**src/rtl/ntbw_pkg.sv**
```systemverilog
// Purpose: Constants for the paired address-window sizing and translation block.
// Assumes: Eight-bit byte register address on a plain strobe port, 32-bit data.
// Notes: Window 0 is the lower window of the pair, window 1 the upper one.
package ntbw_pkg;
  localparam int ADDR_W = 8;
  localparam logic [7:0] OFS_LO_SETUP = 8'h8c;
  localparam logic [7:0] OFS_LO_TBASE = 8'h90;
  localparam logic [7:0] OFS_UP_SETUP = 8'h94;
  localparam logic [7:0] OFS_UP_TBASE = 8'h98;
  localparam logic [7:0] OFS_LO_BASE = 8'hb0;
  localparam logic [7:0] OFS_UP_BASE = 8'hb4;
  localparam int SPACE_BIT = 0;
  localparam int TYPE_LSB = 1;
  localparam int TYPE_MSB = 2;
  localparam int PREF_BIT = 3;
  localparam int SIZE_LSB = 4;
  localparam int SIZE_MSB = 9;
  localparam int EN_BIT = 31;
  localparam int BASE_LSB = 4;
  localparam logic [1:0] TYPE_ADDR32 = 2'h0;
  localparam logic [1:0] TYPE_ADDR64 = 2'h2;
  localparam logic SPACE_MEM = 1'b0;
  localparam logic [5:0] SIZE_MIN = 6'h04;
  localparam logic [5:0] SIZE_RST = 6'h01;
  localparam logic [1:0] TYPE_RST = 2'h0;
  localparam logic SPACE_RST = 1'b0;
  localparam logic PREF_RST = 1'b0;
  localparam logic EN_RST = 1'b0;
  localparam logic [31:0] TBASE_RST = 32'h0000_0000;
  localparam logic [31:0] BASE_RST = 32'h0000_0000;
endpackage

```
**src/rtl/ntbw_window.sv**
```systemverilog
// Purpose: Setup, base, translated-base registers and address translation for a window pair.
// Assumes: Strobes and translation requests come from logic on clk; por is power-on only.
// Notes: Enable and translated base are cleared only by por, never by rst.
//
// Decided for this implementation: strobed register access.
`timescale 1ns/1ps
// Function
// [RL1] Window size requested is two to the size field; zero means full 64-bit space; at zero the code makes every base bit writable.
// [RL2] Base field bit zero maps to bus address bit four, upward in order.
// [RL3] Size zero makes every base bit of the window writable.
// [RL4] Size four or more: base bits at or above size writable; lower ones read zero.
// [RL5] Size one to three forces all base bits to read-only zero, disabling the window.
// [RL6] Size four, a 16-byte window, is accepted as smallest I/O window.
// [RL7] Software keeps memory windows at least 128 bytes, I/O at most 256.
// [RL8] While enable bit 31 is clear the window is off and reads zero.
// [RL9] Enable and translated base survive fundamental and hot reset; the code clears both on por and keeps them only across rst.
// [RL10] In 64-bit pair mode upper translated base is the top half of lower's.
// [RL11] In 64-bit pair mode all 32 upper translated-base bits are read-write.
// [RL12] Translation replaces address bits 31 down to size with translated-base bits.
// [RL13] In 64-bit pair mode the upper setup register reads zero, ignores writes.
// [RL14] Address bits below the size position pass through translation unchanged.
module ntbw_window (
  input wire logic clk,
  input wire logic rst,
  input wire logic por,
  input wire logic [ntbw_pkg::ADDR_W-1:0] reg_addr,
  input wire logic [31:0] reg_wdata,
  input wire logic reg_wr,
  input wire logic reg_rd,
  output logic [31:0] reg_rdata,
  input wire logic xl_req,
  input wire logic xl_win,
  input wire logic [63:0] xl_addr,
  output logic xl_ack,
  output logic xl_hit,
  output logic [63:0] xl_out
);

  // Bit k of the result is set where bus address bit k is writable and translated.
  function automatic logic [63:0] win_mask(input logic [5:0] size);
    logic [63:0] m;
    m = 64'h0;
    for (int i = ntbw_pkg::BASE_LSB; i < 64; i++) begin
      m[i] = (size == 6'h00) || (size >= ntbw_pkg::SIZE_MIN && i >= int'(size)); // RL3 RL4 RL5
    end
    return m;
  endfunction

  // Low nibble of a base register reports the window's attributes from its setup.
  function automatic logic [31:0] attr_bits(input logic pref, input logic [1:0] typ, input logic space);
    logic [31:0] w;
    w = 32'h0000_0000;
    w[ntbw_pkg::PREF_BIT] = pref;
    w[ntbw_pkg::TYPE_MSB:ntbw_pkg::TYPE_LSB] = typ;
    w[ntbw_pkg::SPACE_BIT] = space;
    return w;
  endfunction

  // Setup word as software reads it back; reserved bits are zero.
  function automatic logic [31:0] setup_word(input logic en, input logic [5:0] size, input logic pref,
    input logic [1:0] typ, input logic space);
    logic [31:0] w;
    w = attr_bits(pref, typ, space);
    w[ntbw_pkg::SIZE_MSB:ntbw_pkg::SIZE_LSB] = size;
    w[ntbw_pkg::EN_BIT] = en;
    return w;
  endfunction

  // Outside pair mode the low nibble of a translated base is reserved and reads zero.
  function automatic logic [31:0] tbase_word(input logic [31:0] tb, input logic full);
    logic [31:0] w;
    w = tb;
    if (!full) begin
      w[ntbw_pkg::BASE_LSB-1:0] = 4'h0;
    end
    return w;
  endfunction

  // The pair forms only when the lower window is memory space with 64-bit decoding.
  function automatic logic pair_mode(input logic space, input logic [1:0] typ);
    return (space == ntbw_pkg::SPACE_MEM) && (typ == ntbw_pkg::TYPE_ADDR64);
  endfunction

  logic space_r [2];
  logic [1:0] type_r [2];
  logic pref_r [2];
  logic [5:0] size_r [2];
  logic en_r [2];
  logic [31:0] tbase_r [2];
  logic [31:0] base_r [2];
  logic pair;
  logic [63:0] mask_lo;
  logic [63:0] mask_up;
  logic [31:0] setup_rd [2];
  logic [31:0] base_rd [2];
  logic [31:0] tbase_rd [2];
  logic [31:0] rdata_nxt;
  logic [63:0] xl_base;
  logic [63:0] xl_tbase;
  logic [63:0] xl_mask;
  logic xl_valid;
  logic [63:0] out_nxt;
  logic hit_nxt;
  logic [63:0] lo_mask;
  logic [63:0] lo_base;
  logic [63:0] lo_tbase;
  logic lo_valid;
  logic [63:0] up_mask;
  logic [63:0] up_base;
  logic [63:0] up_tbase;
  logic up_valid;
  logic addr_match;
  logic span_ok;

  assign pair = pair_mode(space_r[0], type_r[0]);
  assign mask_lo = win_mask(size_r[0]); // RL1
  assign mask_up = win_mask(size_r[1]);

  for (genvar g = 0; g < 2; g++) begin : gen_win
    localparam logic [7:0] SETUP_OFS = (g == 0) ? ntbw_pkg::OFS_LO_SETUP : ntbw_pkg::OFS_UP_SETUP;
    localparam logic [7:0] TBASE_OFS = (g == 0) ? ntbw_pkg::OFS_LO_TBASE : ntbw_pkg::OFS_UP_TBASE;
    localparam logic [7:0] BASE_OFS = (g == 0) ? ntbw_pkg::OFS_LO_BASE : ntbw_pkg::OFS_UP_BASE;
    logic setup_wr;
    logic frozen;
    logic [63:0] wmask;
    logic [31:0] bmask;

    assign frozen = (g == 1) && pair;

    // The upper setup register is frozen while it serves as the top half of the pair.
    assign setup_wr = reg_wr && reg_addr == SETUP_OFS && !frozen; // RL13
    assign wmask = (g == 0) ? mask_lo : mask_up;
    assign bmask = frozen ? mask_lo[63:32] : wmask[31:0];

    always_ff @(posedge clk or posedge rst) begin
      if (rst) begin
        space_r[g] <= ntbw_pkg::SPACE_RST;
        pref_r[g] <= ntbw_pkg::PREF_RST;
        size_r[g] <= ntbw_pkg::SIZE_RST;
      end else if (setup_wr) begin
        space_r[g] <= reg_wdata[ntbw_pkg::SPACE_BIT];
        pref_r[g] <= reg_wdata[ntbw_pkg::PREF_BIT];
        size_r[g] <= reg_wdata[ntbw_pkg::SIZE_MSB:ntbw_pkg::SIZE_LSB]; // RL6 RL7
      end
    end

    // I/O space always decodes 32-bit; only the lower window may select 64-bit.
    always_ff @(posedge clk or posedge rst) begin
      if (rst) begin
        type_r[g] <= ntbw_pkg::TYPE_RST;
      end else if (setup_wr) begin
        if (reg_wdata[ntbw_pkg::SPACE_BIT] != ntbw_pkg::SPACE_MEM || g == 1) begin
          type_r[g] <= ntbw_pkg::TYPE_ADDR32;
        end else begin
          type_r[g] <= reg_wdata[ntbw_pkg::TYPE_MSB:ntbw_pkg::TYPE_LSB];
        end
      end
    end

    // Only por clears these; rst still resets size to one and base, so the window stops decoding.
    always_ff @(posedge clk or posedge por) begin
      if (por) begin
        en_r[g] <= ntbw_pkg::EN_RST; // RL9
      end else if (setup_wr) begin
        en_r[g] <= reg_wdata[ntbw_pkg::EN_BIT];
      end
    end

    always_ff @(posedge clk or posedge por) begin
      if (por) begin
        tbase_r[g] <= ntbw_pkg::TBASE_RST; // RL9
      end else if (reg_wr && reg_addr == TBASE_OFS) begin
        tbase_r[g][31:ntbw_pkg::BASE_LSB] <= reg_wdata[31:ntbw_pkg::BASE_LSB];
        // The low nibble is taken only while the pair is formed.
        if (frozen) begin
          tbase_r[g][ntbw_pkg::BASE_LSB-1:0] <= reg_wdata[ntbw_pkg::BASE_LSB-1:0]; // RL11
        end
      end
    end

    // Masking at write and again at read keeps bits hidden after a later size change.
    always_ff @(posedge clk or posedge rst) begin
      if (rst) begin
        base_r[g] <= ntbw_pkg::BASE_RST;
      end else if (reg_wr && reg_addr == BASE_OFS) begin
        base_r[g] <= reg_wdata & bmask; // RL2 RL4
      end
    end

    assign setup_rd[g] = frozen ? 32'h0000_0000 : // RL13
      setup_word(en_r[g], size_r[g], pref_r[g], type_r[g], space_r[g]);
    assign tbase_rd[g] = tbase_word(tbase_r[g], frozen); // RL11
  end

  // An enable that is clear makes the window's base register read zero.
  always_comb begin
    base_rd[0] = 32'h0000_0000;
    base_rd[1] = 32'h0000_0000;
    if (en_r[0]) begin // RL8
      base_rd[0] = (base_r[0] & mask_lo[31:0]) | attr_bits(pref_r[0], type_r[0], space_r[0]);
    end
    if (pair) begin
      if (en_r[0]) begin // RL8
        base_rd[1] = base_r[1] & mask_lo[63:32]; // RL3
      end
    end else if (en_r[1]) begin // RL8
      base_rd[1] = (base_r[1] & mask_up[31:0]) | attr_bits(pref_r[1], type_r[1], space_r[1]);
    end
  end

  // Unmapped offsets read zero.
  always_comb begin
    case (reg_addr)
      ntbw_pkg::OFS_LO_SETUP: rdata_nxt = setup_rd[0];
      ntbw_pkg::OFS_UP_SETUP: rdata_nxt = setup_rd[1];
      ntbw_pkg::OFS_LO_TBASE: rdata_nxt = tbase_rd[0];
      ntbw_pkg::OFS_UP_TBASE: rdata_nxt = tbase_rd[1];
      ntbw_pkg::OFS_LO_BASE: rdata_nxt = base_rd[0];
      ntbw_pkg::OFS_UP_BASE: rdata_nxt = base_rd[1];
      default: rdata_nxt = 32'h0000_0000;
    endcase
  end

  // Read data stand only in the cycle after the strobe; idle cycles show zero.
  always_ff @(posedge clk or posedge rst) begin
    if (rst) begin
      reg_rdata <= 32'h0000_0000;
    end else if (reg_rd) begin
      reg_rdata <= rdata_nxt;
    end else begin
      reg_rdata <= 32'h0000_0000;
    end
  end

  // Lower window candidate; in pair mode it spans all 64 address bits.
  always_comb begin
    lo_mask = pair ? mask_lo : {32'h0, mask_lo[31:0]};
    lo_base = {pair ? base_r[1] : 32'h0, base_r[0][31:ntbw_pkg::BASE_LSB], 4'h0};
    lo_tbase = {pair ? tbase_r[1] : 32'h0, tbase_r[0][31:ntbw_pkg::BASE_LSB], 4'h0}; // RL10
    lo_valid = en_r[0];
  end

  // Upper window candidate, used only while the pair is split.
  always_comb begin
    up_mask = {32'h0, mask_up[31:0]};
    up_base = {32'h0, base_r[1][31:ntbw_pkg::BASE_LSB], 4'h0};
    up_tbase = {32'h0, tbase_r[1][31:ntbw_pkg::BASE_LSB], 4'h0};
    up_valid = en_r[1];
  end

  // The upper window never decodes on its own while it is the top half of the pair.
  always_comb begin
    case ({xl_win, pair})
      2'h0, 2'h1: begin
        xl_mask = lo_mask;
        xl_base = lo_base;
        xl_tbase = lo_tbase;
        xl_valid = lo_valid;
      end
      2'h2: begin
        xl_mask = up_mask;
        xl_base = up_base;
        xl_tbase = up_tbase;
        xl_valid = up_valid;
      end
      default: begin
        xl_mask = 64'h0;
        xl_base = 64'h0;
        xl_tbase = 64'h0;
        xl_valid = 1'b0;
      end
    endcase
  end

  // A 32-bit window ignores any request whose upper address half is nonzero.
  always_comb begin
    out_nxt = (xl_addr & ~xl_mask) | (xl_tbase & xl_mask); // RL12 RL14
    addr_match = ((xl_addr ^ xl_base) & xl_mask) == 64'h0;
    span_ok = (pair && !xl_win) || (xl_addr[63:32] == 32'h0);
    hit_nxt = xl_valid && (xl_mask != 64'h0) && addr_match && span_ok; // RL5 RL8
  end

  always_ff @(posedge clk or posedge rst) begin
    if (rst) begin
      xl_ack <= 1'b0;
    end else begin
      xl_ack <= xl_req;
    end
  end

  always_ff @(posedge clk or posedge rst) begin
    if (rst) begin
      xl_hit <= 1'b0;
    end else begin
      xl_hit <= xl_req && hit_nxt;
    end
  end

  // Without a request the output echoes the address, so idle cycles carry no stale translation.
  always_ff @(posedge clk or posedge rst) begin
    if (rst) begin
      xl_out <= 64'h0;
    end else begin
      xl_out <= xl_req ? out_nxt : xl_addr;
    end
  end

endmodule

```
**config.mk**
```make
export PLATFORM = sky130hd
export DESIGN_NAME = ntbw_window
export DESIGN_NICKNAME = d
export VERILOG_FILES = /design/src/rtl/ntbw_pkg.sv /design/src/rtl/ntbw_window.sv
export SDC_FILE = /design/constraint.sdc
export NUM_CORES = 1
export LEC_CHECK = 0
export ABC_AREA = 1
export BUFFER_PORTS_ARGS = -buffer_cell sky130_fd_sc_hd__buf_2
export CAP_MARGIN = 20
export CORE_ASPECT_RATIO = 1.75
export CORE_MARGIN = 10
export CORE_UTILIZATION = 51
export DETAILED_ROUTE_END_ITERATION = 8
export GPL_ROUTABILITY_DRIVEN = 0
export GPL_TIMING_DRIVEN = 0
export PLACE_DENSITY = 0.72
export REMOVE_ABC_BUFFERS = 1
export SLEW_MARGIN = 20
export SYNTH_ARGS = -nofsm -noshare
export SYNTH_HDL_FRONTEND = slang
export SYNTH_SLANG_ARGS = --single-unit
```
**constraint.sdc**
```tcl
create_clock -name clk -period 10.8 [get_ports clk]
set_input_delay 1.62 -clock clk [delete_from_list [all_inputs] [get_ports clk]]
set_output_delay 1.62 -clock clk [all_outputs]
set_load 0.05 [all_outputs]
```
==> impl_metrics.yaml, run 1 <==
power:
  p_sw_w: 0.000760
  powerDensity_nw_per_um2: 138
  p_seq_frac: 0.429
  power_leakage_nw: 8.37
  comb_power_share: 0.204
  power_frac_clock: 0.367
  p_int_w: 0.00149
  peakVddDrop_mv: 0.109
  p_sw_frac: 0.338
clocking:
  cts_root_buf: "clkbuf_16"
  clock_sinks: 238
  cts.path.max_buffers: 3
  clkTransAtPathRegs_ns: 0.07
  htreeDepth: 1
  clock_latency_ns: 0.56
  cts_setup_buffers: 0
  cts_tree: "built"
  numCtsBuffers: 23
  post_cts_resized: 0
  hold_buffers: 0
setup_path:
  cp_slowest_stage_delay_ns: 1.05
  critPathRequiredTime_ns: 11.24
  endpoint_kind: "flop"
  reg2reg_from: "setup_rd[32]$_DFFE_PP0P_"
  slowest_stage: "nor2_4"
  crit_chain: "buf_4 > nor2_4 > nand2_1 > nor2_4 > inv_2 > nor2_1 > nand2_1 > o21ai_0 > inv_1"
  crit_buf_inv: 3
  critical_path_class: "input port to flop"
  critPathTopFamily: "simple AND/OR/NAND/NOR gates"
  arrival_ns: 5.51
  crit_fanout: 69
  crit_start: "xl_win"
  startpoint_type: "input port"
yosys:
  yosys_warnings: 0
  synthesis.area_um2: 14300
  yosysUniqueCellTypes: 50
  postSynthAreaPerCell_um2: 7.01
  yosysSeqAreaShare: 0.417
  synthFlopType: "dfrtp_1"
  synthCells: 2036
  ys_ff_latch: 238
  synthArstFlopShare: 1.00
  synth-edff-count: 0
floorplan:
  die_area_um2: 35300
  pin_count: 209
  rows: 81
  start_util: 0.514
  die_h_um: 241
  core_area_um2: 27800
  die_w_um: 146
timing:
  relSlewSlack: 0.176
  hold-worst-slack_ns: 0.489
  setup_viol: 0
  min_period_ns: 5.07
  slew_violations: 0
  rsz0062_at_grt: "no"
  clock_skew_ns: 0.0238
  worst-slew-pin-transition_ns: 1.23
  fin_setup_tns_ns: 0
  max_clock_freq_mhz: 197
  timing.final.crit_share: 0.470
  hold_violations: 0
finish:
  fill_cells: 2727
  fin_util: 0.589
  drive_gt1_frac: 0.142
  nets: 2305
  area_growth_syn_to_layout_pct: 14.6
drt:
  routed_wirelength_um: 62100
  firstDrtPassIters: 6
  post_drt_wl_per_cell_um: 24.0
  ant_nets: 0
  vias: 16012
  avgViaCountPerCell: 6.19
  drtIter0Drc: 2569
  route.detailed.drc: 0
placed_design:
  dpl.hpwl_um: 43900
  portBuffers: 208
run_status:
  status: "completed"
global_routing:
  globalRoute.totalOverflow: 0
  grt_pass1_vias: 15424
  grt_pass1_wl_um: 92300
  grt_max_degree: 93
  grt_usage: 0.343
  antenna_found_initial: 2
hold_path:
  min_path_type: "flop to flop"
  hold_start: "base_r[54]$_DFFE_PP0P_"
run:
  drv_cap: 0
## state kept, by name (all words and copies together), names as in the netlist
signal,count
xl_ack,1
up_valid,1
xl_out,64
xl_hit,1
lo_valid,1
setup_rd,9
tbase_r,32
lo_tbase,28
size_r,6
pref_r,2
base_r,60
space_r,1
reg_rdata,32
## cells in the final DEF, fill, tap and decap left out, types with 10 or more instances in the layout
cell       count
o31ai_1       19
mux2i_1       10
nor2_4        10
clkbuf_16     23
o22ai_1       52
a21oi_1       65
nor2_1       139
nand2_1      639
xor2_1        15
inv_2         18
inv_1        240
a31oi_1       17
buf_2        207
a221oi_1      19
o211ai_1      14
nor3_1        10
o21ai_0      173
o21ai_1       20
nand2_2       10
nand3_1      167
dfrtp_1      236
## worst reg2reg max path, cell delays in order, from the launching register on
cell and delay, ns:
dfrtp_1 0.42, inv_1 0.15, nand3_4 0.53, nor2_4 1.20
nand2_1 0.85, nor2_4 0.74, inv_2 0.30, nor2_1 0.30
nand2_1 0.09, o21ai_0 0.08, inv_1 0.05
## power groups by stage
| stage | clock network [W] | logic (W) | registers [W] |
|---|---|---|---|
| floorplan | 0 | 0.000212 | 0.00103 |
| global placement | 0 | 0.000427 | 0.000978 |
| CTS | 0.000827 | 0.000440 | 0.000963 |
| detailed placement | 0 | 0.000437 | 0.000980 |
| global route | 0.000866 | 0.000489 | 0.000969 |
| finish | 0.000827 | 0.000458 | 0.000965 |
## stage by stage
step / area [um2] / setup slack, ns / total power [W] / cells
finish: 16300 / 5.73 / 0.00225 / 2587
global route: 16300 / 5.80 / 0.00232 / 2586
CTS: 16300 / 6.12 / 0.00223 / 2584
detailed placement: 15600 / 5.55 / 0.00142 / 2542
global placement: 15400 / 2.25 / 0.00141 / 2534
floorplan: 13900 / 4.41 / 0.00125 / 1953
## area by class of cell
class / count / area (um2) / share of cell area
flip-flops and latches: 238 / 5960 / 0.364
clock inverters: 13 / 126 / 0.00773
diodes: 3 / 7.51 / 0.000459
well taps: 373 / 467 / 0.0285
multi-input cells: 1452 / 6960 / 0.426
clock buffers: 29 / 608 / 0.0372
repair buffers: 216 / 1220 / 0.0745
inverters: 263 / 1000 / 0.0612
## routing by layer
layer / GRT usage / share of wire / up-vias
li1: - / - / 6975
met1: 0.381 / 0.32 / 7330
met2: 0.554 / 0.46 / 1320
met3: 0.0765 / 0.12 / 387
met4: 0.285 / 0.098 / 0
met5: 0 / 0 / -
## cell usage after synthesis (9+ instances only)
master / instances / area (um2)
nand2_1: 641 / 2410
inv_1: 243 / 912
dfrtp_1: 236 / 5910
o21ai_0: 173 / 866
nand3_1: 167 / 836
nor2_1: 140 / 526
a21oi_1: 65 / 325
o22ai_1: 52 / 325
clkbuf_1: 40 / 150
buf_2: 27 / 135
o21ai_1: 20 / 100
a221oi_1: 19 / 166
o31ai_1: 19 / 143
a31oi_1: 17 / 106
inv_2: 17 / 63.8
xor2_1: 15 / 131
o211ai_1: 14 / 105
mux2i_1: 10 / 100
nor3_1: 10 / 50.1
buf_4: 9 / 67.6
## cells by family (layout without fill, tap and decap cells)
logic type	Yosys count	after routing	synth area share
AND/OR/NAND/NOR	1005	1005	0.295
other	0	3	0
multiplexers	10	10	0.00701
buffers and inverters	346	521	0.0963
AO/OA/AOI/OAI	419	419	0.173
flip-flops	238	238	0.417
XOR/XNOR	18	18	0.0110
## worst paths after layout
path	to	slack (ns)	depth (start not counted)
setup / recovery	xl_out[57]$_DFF_PP0_	5.73	9
hold / removal	base_r[54]$_DFFE_PP0P_	0.49	2
setup reg to reg	xl_out[57]$_DFF_PP0_	5.98	10
hold reg to reg	base_r[54]$_DFFE_PP0P_	0.49	2
max in group asynchronous	base_r[52]$_DFFE_PP0P_	8.66	3
min in group asynchronous	lo_tbase[21]$_DFFE_PP0P_	1.09	2
Note: power is estimated with default switching activity, not from simulation.
==> inputs of run 2 (changes only) <==
Settings changed: PLACE_DENSITY 0.72 to 0.75.
Clock period 10.8 ns to 4.1 ns, I/O delays scaled along.
==> run 2 against run 1 <==
- combinational power increased to 2.7 times the previous value
- register-to-register slack got worse by 5.9 ns
- die area unchanged
- clock skew increased by 0.0024 ns
- highest routed layer unchanged
- utilization increased by 0.15 points
- global-route usage increased by 0.81 points
- design area increased by 0.25%
==> impl_metrics.yaml, run 2 (same netlist as run 1, synthesis figures left out) <==
placed_design:
  portBuffers: 208
  place_area_um2: 15600
  dp_slack_ns: -0.368
  dpl.hpwl_um: 43400
  placedCellCount: 2541
finish:
  final_cell_mix: "nand2_1, inv_1, dfrtp_1"
  largest_reg_flops: 64
  largest-register: "xl_out"
  reg_top3: "xl_out: 64 flops, base_r: 60 flops"
  final_area_um2: 16400
  fill_cells: 2689
  stdcell_count: 2586
  fin_util: 0.590
  drive_gt1_frac: 0.144
  area_growth_syn_to_layout_pct: 14.8
  nets: 2306
  layout_commonest_cell: "nand2_1"
timing:
  worst-slew-pin-transition_ns: 1.13
  slew_violations: 0
  rsz0062_at_grt: "yes"
  hold-worst-slack_ns: 0.0909
  final.setup.worst_slack_ns: 0.0403
  max_clock_freq_mhz: 246
  min_period_ns: 4.06
  hold_violations: 0
  setup_viol: 0
  timing.final.crit_share: 0.990
  relSlewSlack: 0.248
  clock_skew_ns: 0.0261
clocking:
  clock_latency_ns: 0.58
  clock_sinks: 238
  htreeDepth: 1
  cts.path.max_buffers: 3
  cts_root_buf: "clkbuf_16"
  hold_buffers: 0
  cts_tree: "built"
  numCtsBuffers: 23
  clkTransAtPathRegs_ns: 0.07
run_status:
  status: "completed"
global_routing:
  grt_pass1_wl_um: 93800
  grt_pass1_vias: 15884
  globalRoute.totalOverflow: 0
  antenna_found_initial: 3
  grt_usage: 0.351
  grt_max_degree: 93
drt:
  post_drt_wl_per_cell_um: 24.7
  routed_wirelength_um: 63900
  drtIter0Drc: 2902
  avgViaCountPerCell: 6.26
  firstDrtPassIters: 7
  ant_nets: 0
  route.detailed.drc: 0
  vias: 16189
setup_path:
  crit_fanout: 50
  cp_slowest_stage_delay_ns: 0.75
  critPathTopFamily: "simple AND/OR/NAND/NOR gates"
  critical_path_class: "flop to flop"
  crit_buf_inv: 2
  endpoint_kind: "flop"
  startpoint_type: "flop"
  crit_chain: "inv_1 > nand3_4 > nand2_2 > inv_4 > nand3_1 > nand2_1 > nand2_1 > nand2_1 > nor2_1 > nand2_1 > nor2_1 > nand3_1 > nor3_2"
  arrival_ns: 4.52
  slowest_stage: "nand2_2"
  critPathRequiredTime_ns: 4.56
  cp_common_cell: "nand2_1"
hold_path:
  min_path_type: "input port to asynchronous set/reset pin"
floorplan:
  start_util: 0.514
  die_area_um2: 35300
  die_h_um: 241
  die_w_um: 146
  rows: 81
  core_area_um2: 27800
  pin_count: 209
power:
  p_sw_frac: 0.337
  p_seq_frac: 0.423
  power_leakage_nw: 8.39
  p_int_w: 0.00398
  power_frac_clock: 0.373
  peakVddDrop_mv: 0.378
  powerDensity_nw_per_um2: 367
  comb_power_share: 0.204
  p_sw_w: 0.00203
run:
  drv_cap: 0
-- run 2: changes by cell type in the layout (fill, tap and decap cells not counted), moves of 2 or more --
| cell | before | now |
|---|---|---|
| clkbuf_1 | 5 | 2 |
| nand2_1 | 639 | 637 |
| clkinv_2 | 8 | 6 |
| clkbuf_8 | 1 | 5 |
| clkinvlp_4 | 3 | 1 |
| buf_12 | 6 | 4 |
-- run 2: per-stage QoR --
stage	total power, W	TNS (ns)
floorplan	0.00328	-223.63
global placement	0.00370	-675.36
detailed placement	0.00373	-3.55
CTS	0.00592	0
global route	0.00615	-0.0116
finish	0.00601	0
-- run 2: power by group through the flow --
stage	Combinational, W	Sequential, W	Clock (W)
finish	0.00123	0.00254	0.00224
global route	0.00130	0.00255	0.00230
CTS	0.00116	0.00254	0.00222
detailed placement	0.00115	0.00258	0
global placement	0.00112	0.00258	0
floorplan	0.000558	0.00272	0
-- run 2: routing by layer --
| layer | global-route usage | vias up | share of wire |
|---|---|---|---|
| met1 | 0.372 | 7358 | 0.31 |
| met2 | 0.567 | 1427 | 0.46 |
| met4 | 0.285 | 0 | 0.097 |
| met5 | 0 | - | 0 |
| met3 | 0.111 | 426 | 0.13 |
| li1 | - | 6978 | - |
-- run 2: worst reg2reg max path, delay by kind of cell, from the launching register on --
family,cells,cell delay (ns)
AND/OR/NAND/NOR,11,2.92
buffers and inverters,2,0.60
flip-flops,1,0.43
-- run 2: worst paths after layout --
path	start	depth (start not counted)	slack [ns]	to
worst max-delay path	setup_rd[32]$_DFFE_PP0P_	13	0.04	xl_hit$_DFF_PP0_
worst min-delay path	por	2	0.09	tbase_r[18]$_DFFE_PP0P_
worst max register to register	setup_rd[32]$_DFFE_PP0P_	13	0.04	xl_hit$_DFF_PP0_
worst min register to register	tbase_r[0]$_DFFE_PP0P_	2	0.49	tbase_r[0]$_DFFE_PP0P_
max in group asynchronous	rst	3	3.00	reg_rdata[14]$_DFF_PP0_
min in group clk	xl_addr[1]	1	0.15	xl_out[1]$_DFF_PP0_
-- run 2: area by class of cell --
cell class	instances	area, um2	area share
multi-input cells	1454	6990	0.427
diodes	4	10.0	0.000611
repair buffers	215	1210	0.0736
clock buffers	30	652	0.0398
well taps	373	467	0.0285
flip-flops and latches	238	5960	0.364
clock inverters	9	101	0.00618
inverters	263	1000	0.0611
-- run 2: what timing repair did --
| action | in CTS | in global routing |
|---|---|---|
| resized for setup | 0 | 1 |
| buffers inserted | 0 | 0 |
| pin swaps | 1 | 2 |
| cloned | 1 | 1 |
| endpoints found under the setup margin | 19 | 9 |
